<file path="src/klc_pkg.sv">
package klc_pkg;

    ////////////////////////////////////////////////////////////////////////
    // Clock and timing
    localparam int unsigned KLC_CLK_KHZ = 40000;
    localparam int unsigned KLC_DEBOUNCE_MS = 20;
    localparam int unsigned KLC_FLASH_HALF_MS = 250;
    localparam int unsigned KLC_DB_CYC = KLC_DEBOUNCE_MS * KLC_CLK_KHZ;
    localparam int unsigned KLC_FLASH_CYC = KLC_FLASH_HALF_MS * KLC_CLK_KHZ;
    localparam int unsigned KLC_CNT_W = 24;

    ////////////////////////////////////////////////////////////////////////
    // Keys
    localparam int unsigned KLC_NKEYS = 10;
    localparam int unsigned K_UP = 0;
    localparam int unsigned K_DOWN = 1;
    localparam int unsigned K_ESC = 2;
    localparam int unsigned K_MENU = 3;
    localparam int unsigned K_TOGGLE = 4;
    localparam int unsigned K_LR = 5;
    localparam int unsigned K_DIR = 6;
    localparam int unsigned K_JOG = 7;
    localparam int unsigned K_RUN = 8;
    localparam int unsigned K_STOP = 9;

    ////////////////////////////////////////////////////////////////////////
    // Registers
    localparam int unsigned KLC_AW = 12;
    localparam logic [11:0] KLC_CTRL_OFS = 12'h000;
    localparam logic [11:0] KLC_STAT_OFS = 12'h004;
    localparam int unsigned KLC_CB_WR = 0;
    localparam int unsigned KLC_CB_CMD = 1;
    localparam int unsigned KLC_CB_PAR = 2;
    localparam logic [2:0] KLC_CTRL_RST = 3'h0;

    ////////////////////////////////////////////////////////////////////////
    // Menu position
    typedef struct packed {
        logic [2:0] level;
        logic [4:0] index;
    } klc_pos_t;

    localparam logic [2:0] KLC_MAX_LEVEL = 3'h4;
    localparam klc_pos_t KLC_SP_POS = '{level: 3'h1, index: 5'h00};
    localparam klc_pos_t KLC_OTHER_INIT = '{level: 3'h1, index: 5'h00};

    typedef enum logic [2:0] {
        UI_NAV = 3'b001,
        UI_EDIT = 3'b010,
        UI_SETPT = 3'b100
    } klc_ui_mode_t;

    ////////////////////////////////////////////////////////////////////////
    // Indicator codes and patterns {health, run, stop}
    localparam logic [1:0] LED_OFF = 2'h0;
    localparam logic [1:0] LED_FLASH = 2'h1;
    localparam logic [1:0] LED_ON = 2'h2;
    localparam int unsigned KLC_NSTATES = 9;
    localparam int unsigned KLC_NLEDS = 7;
    localparam logic [3:0] KLC_ST_LAST = 4'h8;
    localparam logic [8:0][5:0] KLC_HRS_PAT = {
        {LED_FLASH, LED_FLASH, LED_FLASH},  // auto restart timing
        {LED_FLASH, LED_OFF, LED_FLASH},    // auto restart waiting
        {LED_ON, LED_FLASH, LED_FLASH},     // autotuning
        {LED_ON, LED_ON, LED_OFF},          // running
        {LED_ON, LED_FLASH, LED_ON},        // running, no demand
        {LED_ON, LED_FLASH, LED_OFF},       // stopping
        {LED_ON, LED_OFF, LED_ON},          // stopped
        {LED_FLASH, LED_OFF, LED_ON},       // tripped
        {LED_OFF, LED_OFF, LED_OFF}         // reconfiguration
    };
    // {fwd, rev} indexed by {requested reverse, actual reverse}
    localparam logic [3:0][3:0] KLC_DIR_PAT = {
        {LED_OFF, LED_ON},
        {LED_ON, LED_FLASH},
        {LED_FLASH, LED_ON},
        {LED_ON, LED_OFF}
    };

    ////////////////////////////////////////////////////////////////////////
    // Carriers
    typedef struct packed {
        logic [3:0] state;
        logic stopped;
        logic act_rev;
        logic trip_active;
        logic trip_event;
    } klc_drv_in_t;

    typedef struct packed {
        logic run;
        logic stop;
        logic trip_reset;
        logic jog;
        logic dir_rev;
        logic seq_local;
        logic ref_local;
    } klc_cmd_t;

    typedef struct packed {
        logic param_inc;
        logic param_dec;
        logic sp_inc;
        logic sp_dec;
        logic confirm;
        logic trip_ack;
        logic edit_mark;
        logic trip_shown;
        logic in_operator;
        klc_pos_t pos;
    } klc_ui_t;

    typedef struct packed {
        logic [11:0] rsvd;
        klc_pos_t pos;
        logic in_op;
        logic trip_shown;
        logic dir_rev;
        logic ref_local;
        logic seq_local;
        logic [3:0] drv_state;
        klc_ui_mode_t mode;
    } klc_stat_t;

endpackage

</file>
<file path="src/klc_debounce.sv">
`timescale 1ns/1ps
module klc_debounce
    import klc_pkg::*;
#(
    parameter int unsigned DB_CYC = KLC_DB_CYC
) (
    // Clock and reset
    input wire logic ref_clk,
    input wire logic rstn,
    // Raw key pin
    input wire logic key_raw,
    // Cleaned key
    output logic key_lvl,
    output logic key_ev
);

    localparam logic [KLC_CNT_W-1:0] LAST = KLC_CNT_W'(DB_CYC - 1);

    logic sync1_q, sync2_q, lvl_q, ev_q;
    logic [KLC_CNT_W-1:0] cnt_q;

    wire same = sync2_q == lvl_q;
    wire stable = cnt_q >= LAST;

    always_ff @(posedge ref_clk or negedge rstn) begin
        if (!rstn) begin
            sync1_q <= 1'b0;
            sync2_q <= 1'b0;
            lvl_q <= 1'b0;
            ev_q <= 1'b0;
            cnt_q <= '0;
        end else begin
            sync1_q <= key_raw;
            sync2_q <= sync1_q;
            ev_q <= !same && stable && sync2_q;
            if (same || stable) begin
                cnt_q <= '0;
            end else begin
                cnt_q <= cnt_q + 1'b1;
            end
            if (!same && stable) begin
                lvl_q <= sync2_q;
            end
        end
    end

    assign key_lvl = lvl_q;
    assign key_ev = ev_q;

endmodule

</file>
<file path="src/klc_keypad.sv">
`timescale 1ns/1ps
// Summary of operation
// - Navigate: up/down move selection
// - Edit: up increments value
// - Edit: down decrements value
// - Command menu: up confirms action
// - Escape: menu up, or leave edit
// - Navigate: escape acknowledges shown trip message
// - Menu key descends or selects first entry
// - Menu edits writable parameter, shows mark
// - Toggle key swaps operator/other, keeps positions
// - Source key toggles sequence and reference together
// - Source key jumps to setpoint; local adjusts it
// - Direction key reverses, local reference only
// - Jog while held, stopped and local
// - Run key starts at setpoint speed
// - Run resets trips, then starts
// - Run honoured only with local sequence
// - Stop honoured only with local sequence
// - Stop resets trips, clears inactive message
// - Seven indicators: health/fwd/rev/run/stop off/flash/on, seq/ref off/on only
// - Nine drive states on health/run/stop
// - Four direction cases on fwd/rev
// - Local indicators show source combination
// - Power-up in remote, local keys inactive
// - Wrong-mode keys ignored, source key always
module klc_keypad
    import klc_pkg::*;
#(
    parameter int unsigned DB_CYC = KLC_DB_CYC,
    parameter int unsigned FLASH_CYC = KLC_FLASH_CYC
) (
    // Clock and reset
    input wire logic ref_clk,
    input wire logic rstn,
    // APB slave
    input wire logic psel,
    input wire logic penable,
    input wire logic pwrite,
    input wire logic [KLC_AW-1:0] paddr,
    input wire logic [31:0] pwdata,
    output logic [31:0] prdata,
    output logic pready,
    output logic pslverr,
    // Key pins
    input wire logic [KLC_NKEYS-1:0] key_pin,
    // Drive sequencer
    input klc_drv_in_t drv,
    output klc_cmd_t cmd,
    // Display
    output klc_ui_t ui,
    // Indicators {health, seq, ref, fwd, rev, run, stop}
    output logic [KLC_NLEDS-1:0] led
);

    localparam logic [KLC_CNT_W-1:0] FLASH_LAST = KLC_CNT_W'(FLASH_CYC - 1);

    ////////////////////////////////////////////////////////////////////////
    // Key inputs

    logic [KLC_NKEYS-1:0] lv, ev;

    for (genvar i = 0; i < KLC_NKEYS; i++) begin : g_key
        klc_debounce #(
            .DB_CYC(DB_CYC)
        ) u_db (
            .ref_clk(ref_clk),
            .rstn(rstn),
            .key_raw(key_pin[i]),
            .key_lvl(lv[i]),
            .key_ev(ev[i])
        );
    end

    ////////////////////////////////////////////////////////////////////////
    // State

    klc_ui_mode_t mode_q, mode_d;
    klc_pos_t cur_q, cur_d, sav_q, sav_d;
    logic inop_q, inop_d;
    logic seq_q, ref_q, dir_q, trip_q, jog_q;
    logic run_pend_q;
    logic [2:0] ctrl_q;
    klc_cmd_t cmd_q;
    klc_ui_t ui_q, ui_d;
    logic [KLC_NLEDS-1:0] led_q;
    logic [KLC_CNT_W-1:0] flash_cnt_q;
    logic flash_q;
    logic [31:0] prdata_q;
    logic pready_q, pslverr_q;

    ////////////////////////////////////////////////////////////////////////
    // Decoding

    wire writable = ctrl_q[KLC_CB_WR];
    wire cmd_menu = ctrl_q[KLC_CB_CMD];
    wire on_param = ctrl_q[KLC_CB_PAR];
    wire at_top = cur_q.level == '0;
    wire at_leaf = cur_q.level == KLC_MAX_LEVEL;
    wire run_acc = ev[K_RUN] && seq_q;
    wire stop_acc = ev[K_STOP] && seq_q;
    wire dir_acc = ev[K_DIR] && ref_q;
    wire jog_d = lv[K_JOG] && seq_q && (jog_q || drv.stopped);
    // A source key owns the cycle, so no silent clear
    wire esc_ack = trip_q && ev[K_ESC] && mode_q == UI_NAV &&
                   !ev[K_LR] && !ev[K_TOGGLE];
    wire stop_clr = stop_acc && !drv.trip_active;
    wire trip_d = drv.trip_event || (trip_q && !(esc_ack || stop_clr));

    ////////////////////////////////////////////////////////////////////////
    // Menu and edit handling

    always_comb begin
        mode_d = mode_q;
        cur_d = cur_q;
        sav_d = sav_q;
        inop_d = inop_q;
        ui_d = '0;
        if (ev[K_LR]) begin
            cur_d = KLC_SP_POS;
            inop_d = 1'b1;
            if (!inop_q) begin
                sav_d = cur_q;
            end
            mode_d = ref_q ? UI_NAV : UI_SETPT;
        end else if (ev[K_TOGGLE]) begin
            cur_d = sav_q;
            sav_d = cur_q;
            inop_d = !inop_q;
            mode_d = UI_NAV;
        end else begin
            case (mode_q)
                UI_EDIT: begin
                    ui_d.param_inc = ev[K_UP];
                    ui_d.param_dec = ev[K_DOWN];
                    if (ev[K_ESC]) begin
                        mode_d = UI_NAV;
                    end
                end
                UI_SETPT: begin
                    ui_d.sp_inc = ev[K_UP] && ref_q;
                    ui_d.sp_dec = ev[K_DOWN] && ref_q;
                    if (ev[K_ESC] || ev[K_MENU]) begin
                        mode_d = UI_NAV;
                    end
                end
                default: begin
                    if (esc_ack) begin
                        ui_d.trip_ack = 1'b1;
                    end else if (ev[K_UP] && cmd_menu) begin
                        ui_d.confirm = 1'b1;
                    end else if (ev[K_UP]) begin
                        cur_d.index = cur_q.index - 1'b1;
                    end else if (ev[K_DOWN]) begin
                        cur_d.index = cur_q.index + 1'b1;
                    end else if (ev[K_ESC] && !at_top) begin
                        cur_d.level = cur_q.level - 1'b1;
                        cur_d.index = '0;
                    end else if (ev[K_MENU]) begin
                        if (on_param) begin
                            if (writable) begin
                                mode_d = UI_EDIT;
                            end
                        end else begin
                            cur_d.index = '0;
                            if (!at_leaf) begin
                                cur_d.level = cur_q.level + 1'b1;
                            end
                        end
                    end
                end
            endcase
        end
        ui_d.edit_mark = mode_d == UI_EDIT;
        ui_d.trip_shown = trip_d;
        ui_d.in_operator = inop_d;
        ui_d.pos = cur_d;
    end

    always_ff @(posedge ref_clk or negedge rstn) begin
        if (!rstn) begin
            mode_q <= UI_NAV;
            cur_q <= KLC_SP_POS;
            sav_q <= KLC_OTHER_INIT;
            inop_q <= 1'b1;
            ui_q <= '0;
            trip_q <= 1'b0;
        end else begin
            mode_q <= mode_d;
            cur_q <= cur_d;
            sav_q <= sav_d;
            inop_q <= inop_d;
            ui_q <= ui_d;
            trip_q <= trip_d;
        end
    end

    ////////////////////////////////////////////////////////////////////////
    // Local control commands

    always_ff @(posedge ref_clk or negedge rstn) begin
        if (!rstn) begin
            seq_q <= 1'b0;
            ref_q <= 1'b0;
            dir_q <= 1'b0;
            jog_q <= 1'b0;
            run_pend_q <= 1'b0;
            cmd_q <= '0;
        end else begin
            if (ev[K_LR]) begin
                seq_q <= !seq_q;
                ref_q <= !ref_q;
            end
            if (dir_acc) begin
                dir_q <= !dir_q;
            end
            jog_q <= jog_d;
            run_pend_q <= run_acc;
            cmd_q.trip_reset <= run_acc || stop_acc;
            cmd_q.run <= run_pend_q;
            cmd_q.stop <= stop_acc;
            cmd_q.jog <= jog_d;
            cmd_q.dir_rev <= dir_acc ? !dir_q : dir_q;
            cmd_q.seq_local <= ev[K_LR] ? !seq_q : seq_q;
            cmd_q.ref_local <= ev[K_LR] ? !ref_q : ref_q;
        end
    end

    ////////////////////////////////////////////////////////////////////////
    // Indicators

    wire [3:0] st = drv.state > KLC_ST_LAST ? '0 : drv.state;
    wire [5:0] hrs = KLC_HRS_PAT[st];
    wire [3:0] fr = KLC_DIR_PAT[{cmd_q.dir_rev, drv.act_rev}];
    wire [1:0] seq_code = cmd_q.seq_local ? LED_ON : LED_OFF;
    wire [1:0] ref_code = cmd_q.ref_local ? LED_ON : LED_OFF;
    wire [2*KLC_NLEDS-1:0] codes = {hrs[5:4], seq_code, ref_code, fr,
                                    hrs[3:0]};
    wire flash_wrap = flash_cnt_q >= FLASH_LAST;

    always_ff @(posedge ref_clk or negedge rstn) begin
        if (!rstn) begin
            flash_cnt_q <= '0;
            flash_q <= 1'b0;
        end else begin
            flash_cnt_q <= flash_wrap ? '0 : flash_cnt_q + 1'b1;
            flash_q <= flash_wrap ? !flash_q : flash_q;
        end
    end

    for (genvar i = 0; i < KLC_NLEDS; i++) begin : g_led
        wire [1:0] c = codes[2*i+:2];
        always_ff @(posedge ref_clk or negedge rstn) begin
            if (!rstn) begin
                led_q[i] <= 1'b0;
            end else begin
                led_q[i] <= c == LED_ON || (c == LED_FLASH && flash_q);
            end
        end
    end

    ////////////////////////////////////////////////////////////////////////
    // APB slave, one wait state

    wire apb_acc = psel && penable && !pready_q;
    wire apb_done = psel && penable && pready_q;
    wire hit_ctrl = paddr == KLC_CTRL_OFS;
    wire hit_stat = paddr == KLC_STAT_OFS;
    wire bad = !(hit_ctrl || (hit_stat && !pwrite));
    klc_stat_t stat;
    assign stat = '{rsvd: '0, pos: cur_q, in_op: inop_q,
                    trip_shown: trip_q, dir_rev: dir_q, ref_local: ref_q,
                    seq_local: seq_q, drv_state: drv.state, mode: mode_q};
    wire [31:0] rd_mux = hit_ctrl ? {29'h0000000, ctrl_q} :
                         hit_stat ? stat : '0;

    always_ff @(posedge ref_clk or negedge rstn) begin
        if (!rstn) begin
            pready_q <= 1'b0;
            pslverr_q <= 1'b0;
            prdata_q <= '0;
            ctrl_q <= KLC_CTRL_RST;
        end else begin
            pready_q <= apb_acc;
            pslverr_q <= apb_acc && bad;
            prdata_q <= (apb_acc && !pwrite) ? rd_mux : '0;
            if (apb_done && pwrite && hit_ctrl) begin
                ctrl_q <= pwdata[2:0];
            end
        end
    end

    assign prdata = prdata_q;
    assign pready = pready_q;
    assign pslverr = pslverr_q;
    assign cmd = cmd_q;
    assign ui = ui_q;
    assign led = led_q;
endmodule

</file>
<file path="config.mk">
export PLATFORM = sky130hd
export DESIGN_NAME = klc_keypad
export DESIGN_NICKNAME = d
export VERILOG_FILES = /design/src/klc_pkg.sv /design/src/klc_debounce.sv /design/src/klc_keypad.sv
export SDC_FILE = /design/constraint.sdc
export NUM_CORES = 1
export LEC_CHECK = 0
export BUFFER_PORTS_ARGS = -buffer_cell sky130_fd_sc_hd__buf_2
export CORE_ASPECT_RATIO = 1.75
export CORE_UTILIZATION = 35
export DETAILED_ROUTE_END_ITERATION = 8
export PLACE_DENSITY = 0.49
export SYNTH_ARGS = -nofsm -noshare
export SYNTH_HDL_FRONTEND = slang
export SYNTH_HIERARCHICAL = 1
export SYNTH_SLANG_ARGS = --single-unit
</file>
<file path="constraint.sdc">
create_clock -name ref_clk -period 3 [get_ports ref_clk]
set_input_delay 0.15 -clock ref_clk [delete_from_list [all_inputs] [get_ports ref_clk]]
set_output_delay 0.15 -clock ref_clk [all_outputs]
set_load 0.05 [all_outputs]
</file>
=== After elaboration in Yosys (flattened, before gate mapping) ===
Memory sizes are Yosys's and may differ from the RTL's.
Index checks and enable logic that the tools add are counted.

* Add/sub/neg operators: 15
* Muxes and demuxes: 60
* Equality and inequality tests: 35
* Reductions and logical operators: 102
* $lt $le $gt $ge: 14

{| class="wikitable"
|+ Operators by type and width
! operator !! count
|-
| adder 24 x 1 -> 24 bit (second input constant) || 11
|-
| two-way mux 24 bit || 11
|-
| >= comparator 24 x 20 -> 1 bit (second input constant) || 10
|-
| two-way mux 8 bit || 11
|-
| two-way mux 20 bit || 3
|-
| logical AND 1 bit || 49
|-
| two-way mux 3 bit || 16
|-
| >= comparator 24 bit (second input constant) || 1
|-
| zero test 1 bit || 23
|-
| logical OR 1 bit || 23
|-
| two-way mux 6 bit || 3
|-
| equality test 2 x 1 -> 1 bit (second input constant) || 7
|-
| equality test 2 bit (second input constant) || 7
|-
| equality test 12 x 3 -> 1 bit (second input constant) || 1
|-
| zero test 12 bit || 1
|-
| equality test 1 bit || 10
|-
| two-way mux 2 bit || 5
|-
| two-way mux 5 bit || 2
|-
| inequality test 3 x 1 -> 1 bit (second input constant) || 3
|-
| binary-select mux 4 bit (select 2 bit) || 1
|-
| two-way mux 4 bit || 2
|-
| equality test 3 x 2 -> 1 bit (second input constant) || 2
|-
| equality test 3 bit (second input constant) || 2
|-
| inequality test 6 x 1 -> 1 bit (second input constant) || 1
|-
| 17 further kinds || 21
|}

* Flip-flop bits (word level): 376
* Memories: 1
* Logic and storage cells: 313
* Memory bits (read-only): 96
* Output and inout port bits: 65

{| class="wikitable"
|+ Memories
! memory !! depth !! bits a word !! read ports !! clocked after memory_dff !! write ports !! RTL line !! RTL
|-
| (name not given) || 16 || 6 || 1 || 0 || 0 || klc_keypad.sv:233 || <nowiki>wire [5:0] hrs = KLC_HRS_PAT[st];</nowiki>
|}

=== Depth between registers and ports, before layout ===
* Word-level depth: 12
* Gate-level depth with buffers: 8

=== Hierarchy ===
The synthesis kept the hierarchy.

{| class="wikitable"
|+ By module, submodules not included
! module !! cells an instance !! instances !! area each (µm²)
|-
| klc_debounce || 118 || 10 || 1341.3
|-
| klc_keypad || 440 || 1 || 4575.6
|}

=== Worst setup path after synthesis ===
No wires, ideal clock.

* Kind: reg-to-reg
* From: reg cur_q[5] in the netlist's numbering
* To: reg ui_q, in the netlist ui[5]
* Path buffers: 0
* Stages on the path, launching flop included: 8
* Slack: 1.087 ns
* Clock period less this slack: 1.913 ns
* Data arrival time: 1.815 ns
* Library setup time: 0.097 ns
* Data required time: 2.903 ns
* Path through: dfstp_2 -> inv_1 -> ha_1 -> nand2b_4 -> o21a_2 -> nand2_1 -> or4_1 -> a32oi_1

{| class="wikitable"
|+ RTL lines
! what !! RTL line !! RTL
|-
| start, declared || klc_keypad.sv:79 || <nowiki>klc_pos_t cur_q, cur_d, sav_q, sav_d;</nowiki>
|-
| start signal, assigned || klc_keypad.sv:190 || <nowiki>cur_q <= cur_d;</nowiki>
|-
| end signal, assigned || klc_keypad.sv:193 || <nowiki>ui_q <= ui_d;</nowiki>
|-
| end, declared || klc_keypad.sv:85 || <nowiki>klc_ui_t ui_q, ui_d;</nowiki>
|}

=== Final worst setup path ===
* From: reg g_key[5].u_db.ev_q
* To: reg ui_q, in the netlist ui[9]

* Longest elaborated chain between the ends: 7

{| class="wikitable"
|+ Ends and longest elaborated chain
! what !! RTL line !! RTL
|-
| start, declared || klc_debounce.sv:19 || <nowiki>logic sync1_q, sync2_q, lvl_q, ev_q;</nowiki>
|-
| start signal, assigned || klc_debounce.sv:35 || <nowiki>ev_q <= !same && stable && sync2_q;</nowiki>
|-
| zero test 1 bit || klc_keypad.sv:106 || <nowiki>!ev[K_LR] && !ev[K_TOGGLE];</nowiki>
|-
| logical AND 1 bit || klc_keypad.sv:105 || <nowiki>wire esc_ack = trip_q && ev[K_ESC] && mode_q == UI_NAV &&</nowiki>
|-
| logical AND 1 bit || klc_keypad.sv:106 ||
|-
| logical OR 1 bit || klc_keypad.sv:108 || <nowiki>wire trip_d = drv.trip_event || (trip_q && !(esc_ack || stop_clr));</nowiki>
|-
| zero test 1 bit || klc_keypad.sv:108 ||
|-
| logical AND 1 bit || klc_keypad.sv:108 ||
|-
| logical OR 1 bit || klc_keypad.sv:108 ||
|-
| net trip_d || klc_keypad.sv:108 ||
|}

The timed path passes the listed nets, and every way through them passes these cells.
A chain may end at the register's enable or synchronous reset.

==> flow_metrics.env <==
export IMPL_crit_buf_inv=2
export IMPL_worst_setup_path_start_kind="flip-flop"
export IMPL_wl_mm=36.1
export IMPL_dieArea_mm2=0.0522
export IMPL_start_util=0.355
export IMPL_slowest_delay_ps=550
export IMPL_slew_violations=0
export IMPL_antenna_found_initial=0
export IMPL_hold_path_class="input port to flip-flop"
export IMPL_synthesis_area_mm2=0.0180
export IMPL_grt_pass1_vias=12400
export IMPL_gp_congestion=0.797
export IMPL_cts_tree="built"
export IMPL_cts_htree_levels=2
export IMPL_gr_total_overflow=0
export IMPL_cp_cell_sequence="or2_1, nor3_1, buf_4, o21bai_1, dlygate4sd3_1"
export IMPL_core_region_area_mm2=0.0506
export IMPL_cts_made_buffers=38
export IMPL_crit_path_max_fanout=9
export IMPL_postCtsSetupBuffers=0
export IMPL_min_period_ps=2190
export IMPL_antennaDiodeCount=0
export IMPL_timing_rr_end="ui[9]$_DFF_PN0_"
export IMPL_avgViaCountPerCell=4.74
export IMPL_boundaryPins=132
export IMPL_fin_worst_skew_ps=14.3
export IMPL_hold_viol_final=0
export IMPL_worst_slack_ps=809
export IMPL_holdPathEnd="prdata[15]$_DFF_PN0_"
export IMPL_drt_first_iter_violations=374
export IMPL_worst_pin_slew_ps=772
export IMPL_num_rows=109
export IMPL_area_delta_synth_final_pct=15.3
export IMPL_final_nets=1869
export IMPL_fin_tns_setup_ps=0
export IMPL_crit_type="flip-flop to flip-flop"
export IMPL_fin_crit_sh=0.730
export IMPL_insertion_delay_ps=530
export IMPL_ant_nets=0
export IMPL_dieHeight_um=302
export IMPL_clkSinkCount=374
export IMPL_multi_input_area_mm2=0.00813
export IMPL_firstDrtPassIters=5
export IMPL_die_x_um=173
export IMPL_vdd_drop_max_mv=0.448
export IMPL_ys_warn_count=6
export IMPL_register_area_mm2=0.00936
export IMPL_cp_end_kind="flip-flop"
export IMPL_cts_max_path_buffers=3
export IMPL_p_leak_nw=8.82
export IMPL_nFillCells=4957
export IMPL_reg2reg_depth=5
export IMPL_min_from="paddr[2]"
export IMPL_critPathSlowestCell="dlygate4sd3_1"
export IMPL_max_freq_ghz=0.456
export IMPL_rsz0062_at_grt="false"
export IMPL_r2r_slack_ps=810
export IMPL_portBuffers=90
export IMPL_grt_start_max_net_pins=91
export IMPL_grt_pass1_wl_mm=61.7
export IMPL_track_usage=0.143
export IMPL_cp_arrival_ps=2610
export IMPL_hold_path_depth=3
export IMPL_vias=11700
export IMPL_place_ws_ps=715
export IMPL_drc_errors=0
export IMPL_cp_required_ps=3420
export IMPL_clock_tree_root_cell="clkbuf_16"
export IMPL_routedWlPerCell_um=14.6
export IMPL_synth_area_per_cell_um2=11.1
export IMPL_final_setup_viol_count=0
export IMPL_p_per_area_mw_per_mm2=560
export IMPL_utilization=0.409
export IMPL_postCtsResizedCells=0
export IMPL_clk_pin_slew_ps=60
export IMPL_relSlewSlack=0.485
export IMPL_drive_above_1_share=0.256
export IMPL_cp_num_cells=5
export IMPL_timing_rr_start="g_key[5].u_db/key_ev$_DFF_PN0_"
export IMPL_crit_family="buffers and inverters"
export IMPL_hpwlAfterDp_mm=25.5
export IMPL_synth_cells=1618
export IMPL_status="complete, no violations"
export IMPL_maxCapViolCount=0
==> through the flow <==
step                      instance area (um2)  std cells  total power [mW]  hold slack [ps]
after floorplan                         18100       1659              6.46             -146
after global placement                  19200       2383              6.80              223
after detailed placement                19200       2383              6.82              230
after CTS                               20700       2476              11.8             13.6
after global routing                    20700       2476              12.1             41.9
final                                   20700       2476              11.6             38.5
==> timing repair <==
action / 4_1_cts / 5_1_grt
hold endpoints to repair: 102 / 0
hold buffers: 25 / 0
setup endpoints to repair: 0 / 0
==> worst reg2reg max path: stages, from the launching register on <==
cell and delay, ps:
dfrtp_1 490, or2_1 350, nor3_1 380, buf_4 220
o21bai_1 80, dlygate4sd3_1 550
==> cell type report <==
cell class	count	share of cell area
Sequential cell	374	0.452
Multi-Input combinational cell	1191	0.393
Clock buffer	57	0.0554
Timing Repair Buffer	139	0.0455
Tap cell	666	0.0403
Inverter	38	0.00689
Clock inverter	11	0.00659
==> cell usage in the layout (no fill, tap or decap), types with 9 or more instances in the layout <==
| cell type | instances |
|---|---|
| nor2_1 | 118 |
| o21ai_2 | 10 |
| nor4_2 | 11 |
| nand4_1 | 57 |
| conb_1 | 52 |
| inv_1 | 37 |
| clkbuf_16 | 41 |
| nand3_4 | 10 |
| xnor2_1 | 65 |
| o21ai_1 | 12 |
| nor2_2 | 200 |
| a21oi_1 | 9 |
| nand3_1 | 71 |
| nor4_4 | 10 |
| and2_1 | 21 |
| xor2_1 | 146 |
| dfrtp_1 | 370 |
| and3_1 | 18 |
| dlygate4sd3_1 | 25 |
| and3b_1 | 9 |
| nand2_1 | 135 |
| nor3_4 | 10 |
| nor3_1 | 19 |
| buf_4 | 20 |
| nor4_1 | 34 |
| o21a_1 | 11 |
| buf_2 | 89 |
| clkbuf_1 | 10 |
| a41oi_1 | 10 |
| nand4_4 | 10 |
| ha_1 | 20 |
| mux2_1 | 10 |
| o21ai_0 | 23 |
| o211ai_2 | 10 |
==> how the worst max path moves through the flow <==
stage,slack [ps],to,start
final,810,ui[9]$_DFF_PN0_,g_key[5].u_db/key_ev$_DFF_PN0_
after global routing,630,ui[10]$_DFF_PN0_,ui[6]$_DFFE_PN0P_
after CTS,800,ui[9]$_DFF_PN0_,g_key[5].u_db/key_ev$_DFF_PN0_
after detailed placement,720,ctrl_q[1]$_DFFE_PN0P_,paddr[5]
after global placement,810,ctrl_q[0]$_DFFE_PN0P_,paddr[1]
after floorplan,1090,ui[5]$_DFF_PN0_,cur_q[5]$_DFF_PN1_
==> power by group <==
part | switching [mW] | internal, mW | leakage, nW
Sequential | 0.252 | 5.27 | 4.98
Clock | 1.96 | 2.90 | 0.631
Combinational | 0.842 | 0.364 | 3.21
Total | 3.06 | 8.54 | 8.82
==> metal layers <==
metal  up-vias  track usage  wire length (um)
met5         -            0                 0
met4         0       0.0464               921
met3        50       0.0205              1000
met2       139        0.277             19800
met1      5801        0.159             14400
li1       5752            -                 -
==> registers in the layout, indices dropped and copies added (netlist names), 8 cells and up <==
register and flops:
g_key.u_db/cnt_q 240, flash_cnt_q 24, prdata 20, ui 16, g_key.u_db/key_lvl 10, g_key.u_db/sync1_q 10
g_key.u_db/sync2_q 10, g_key.u_db/key_ev 9, sav_q 8
(Power assumes the default switching activity.)
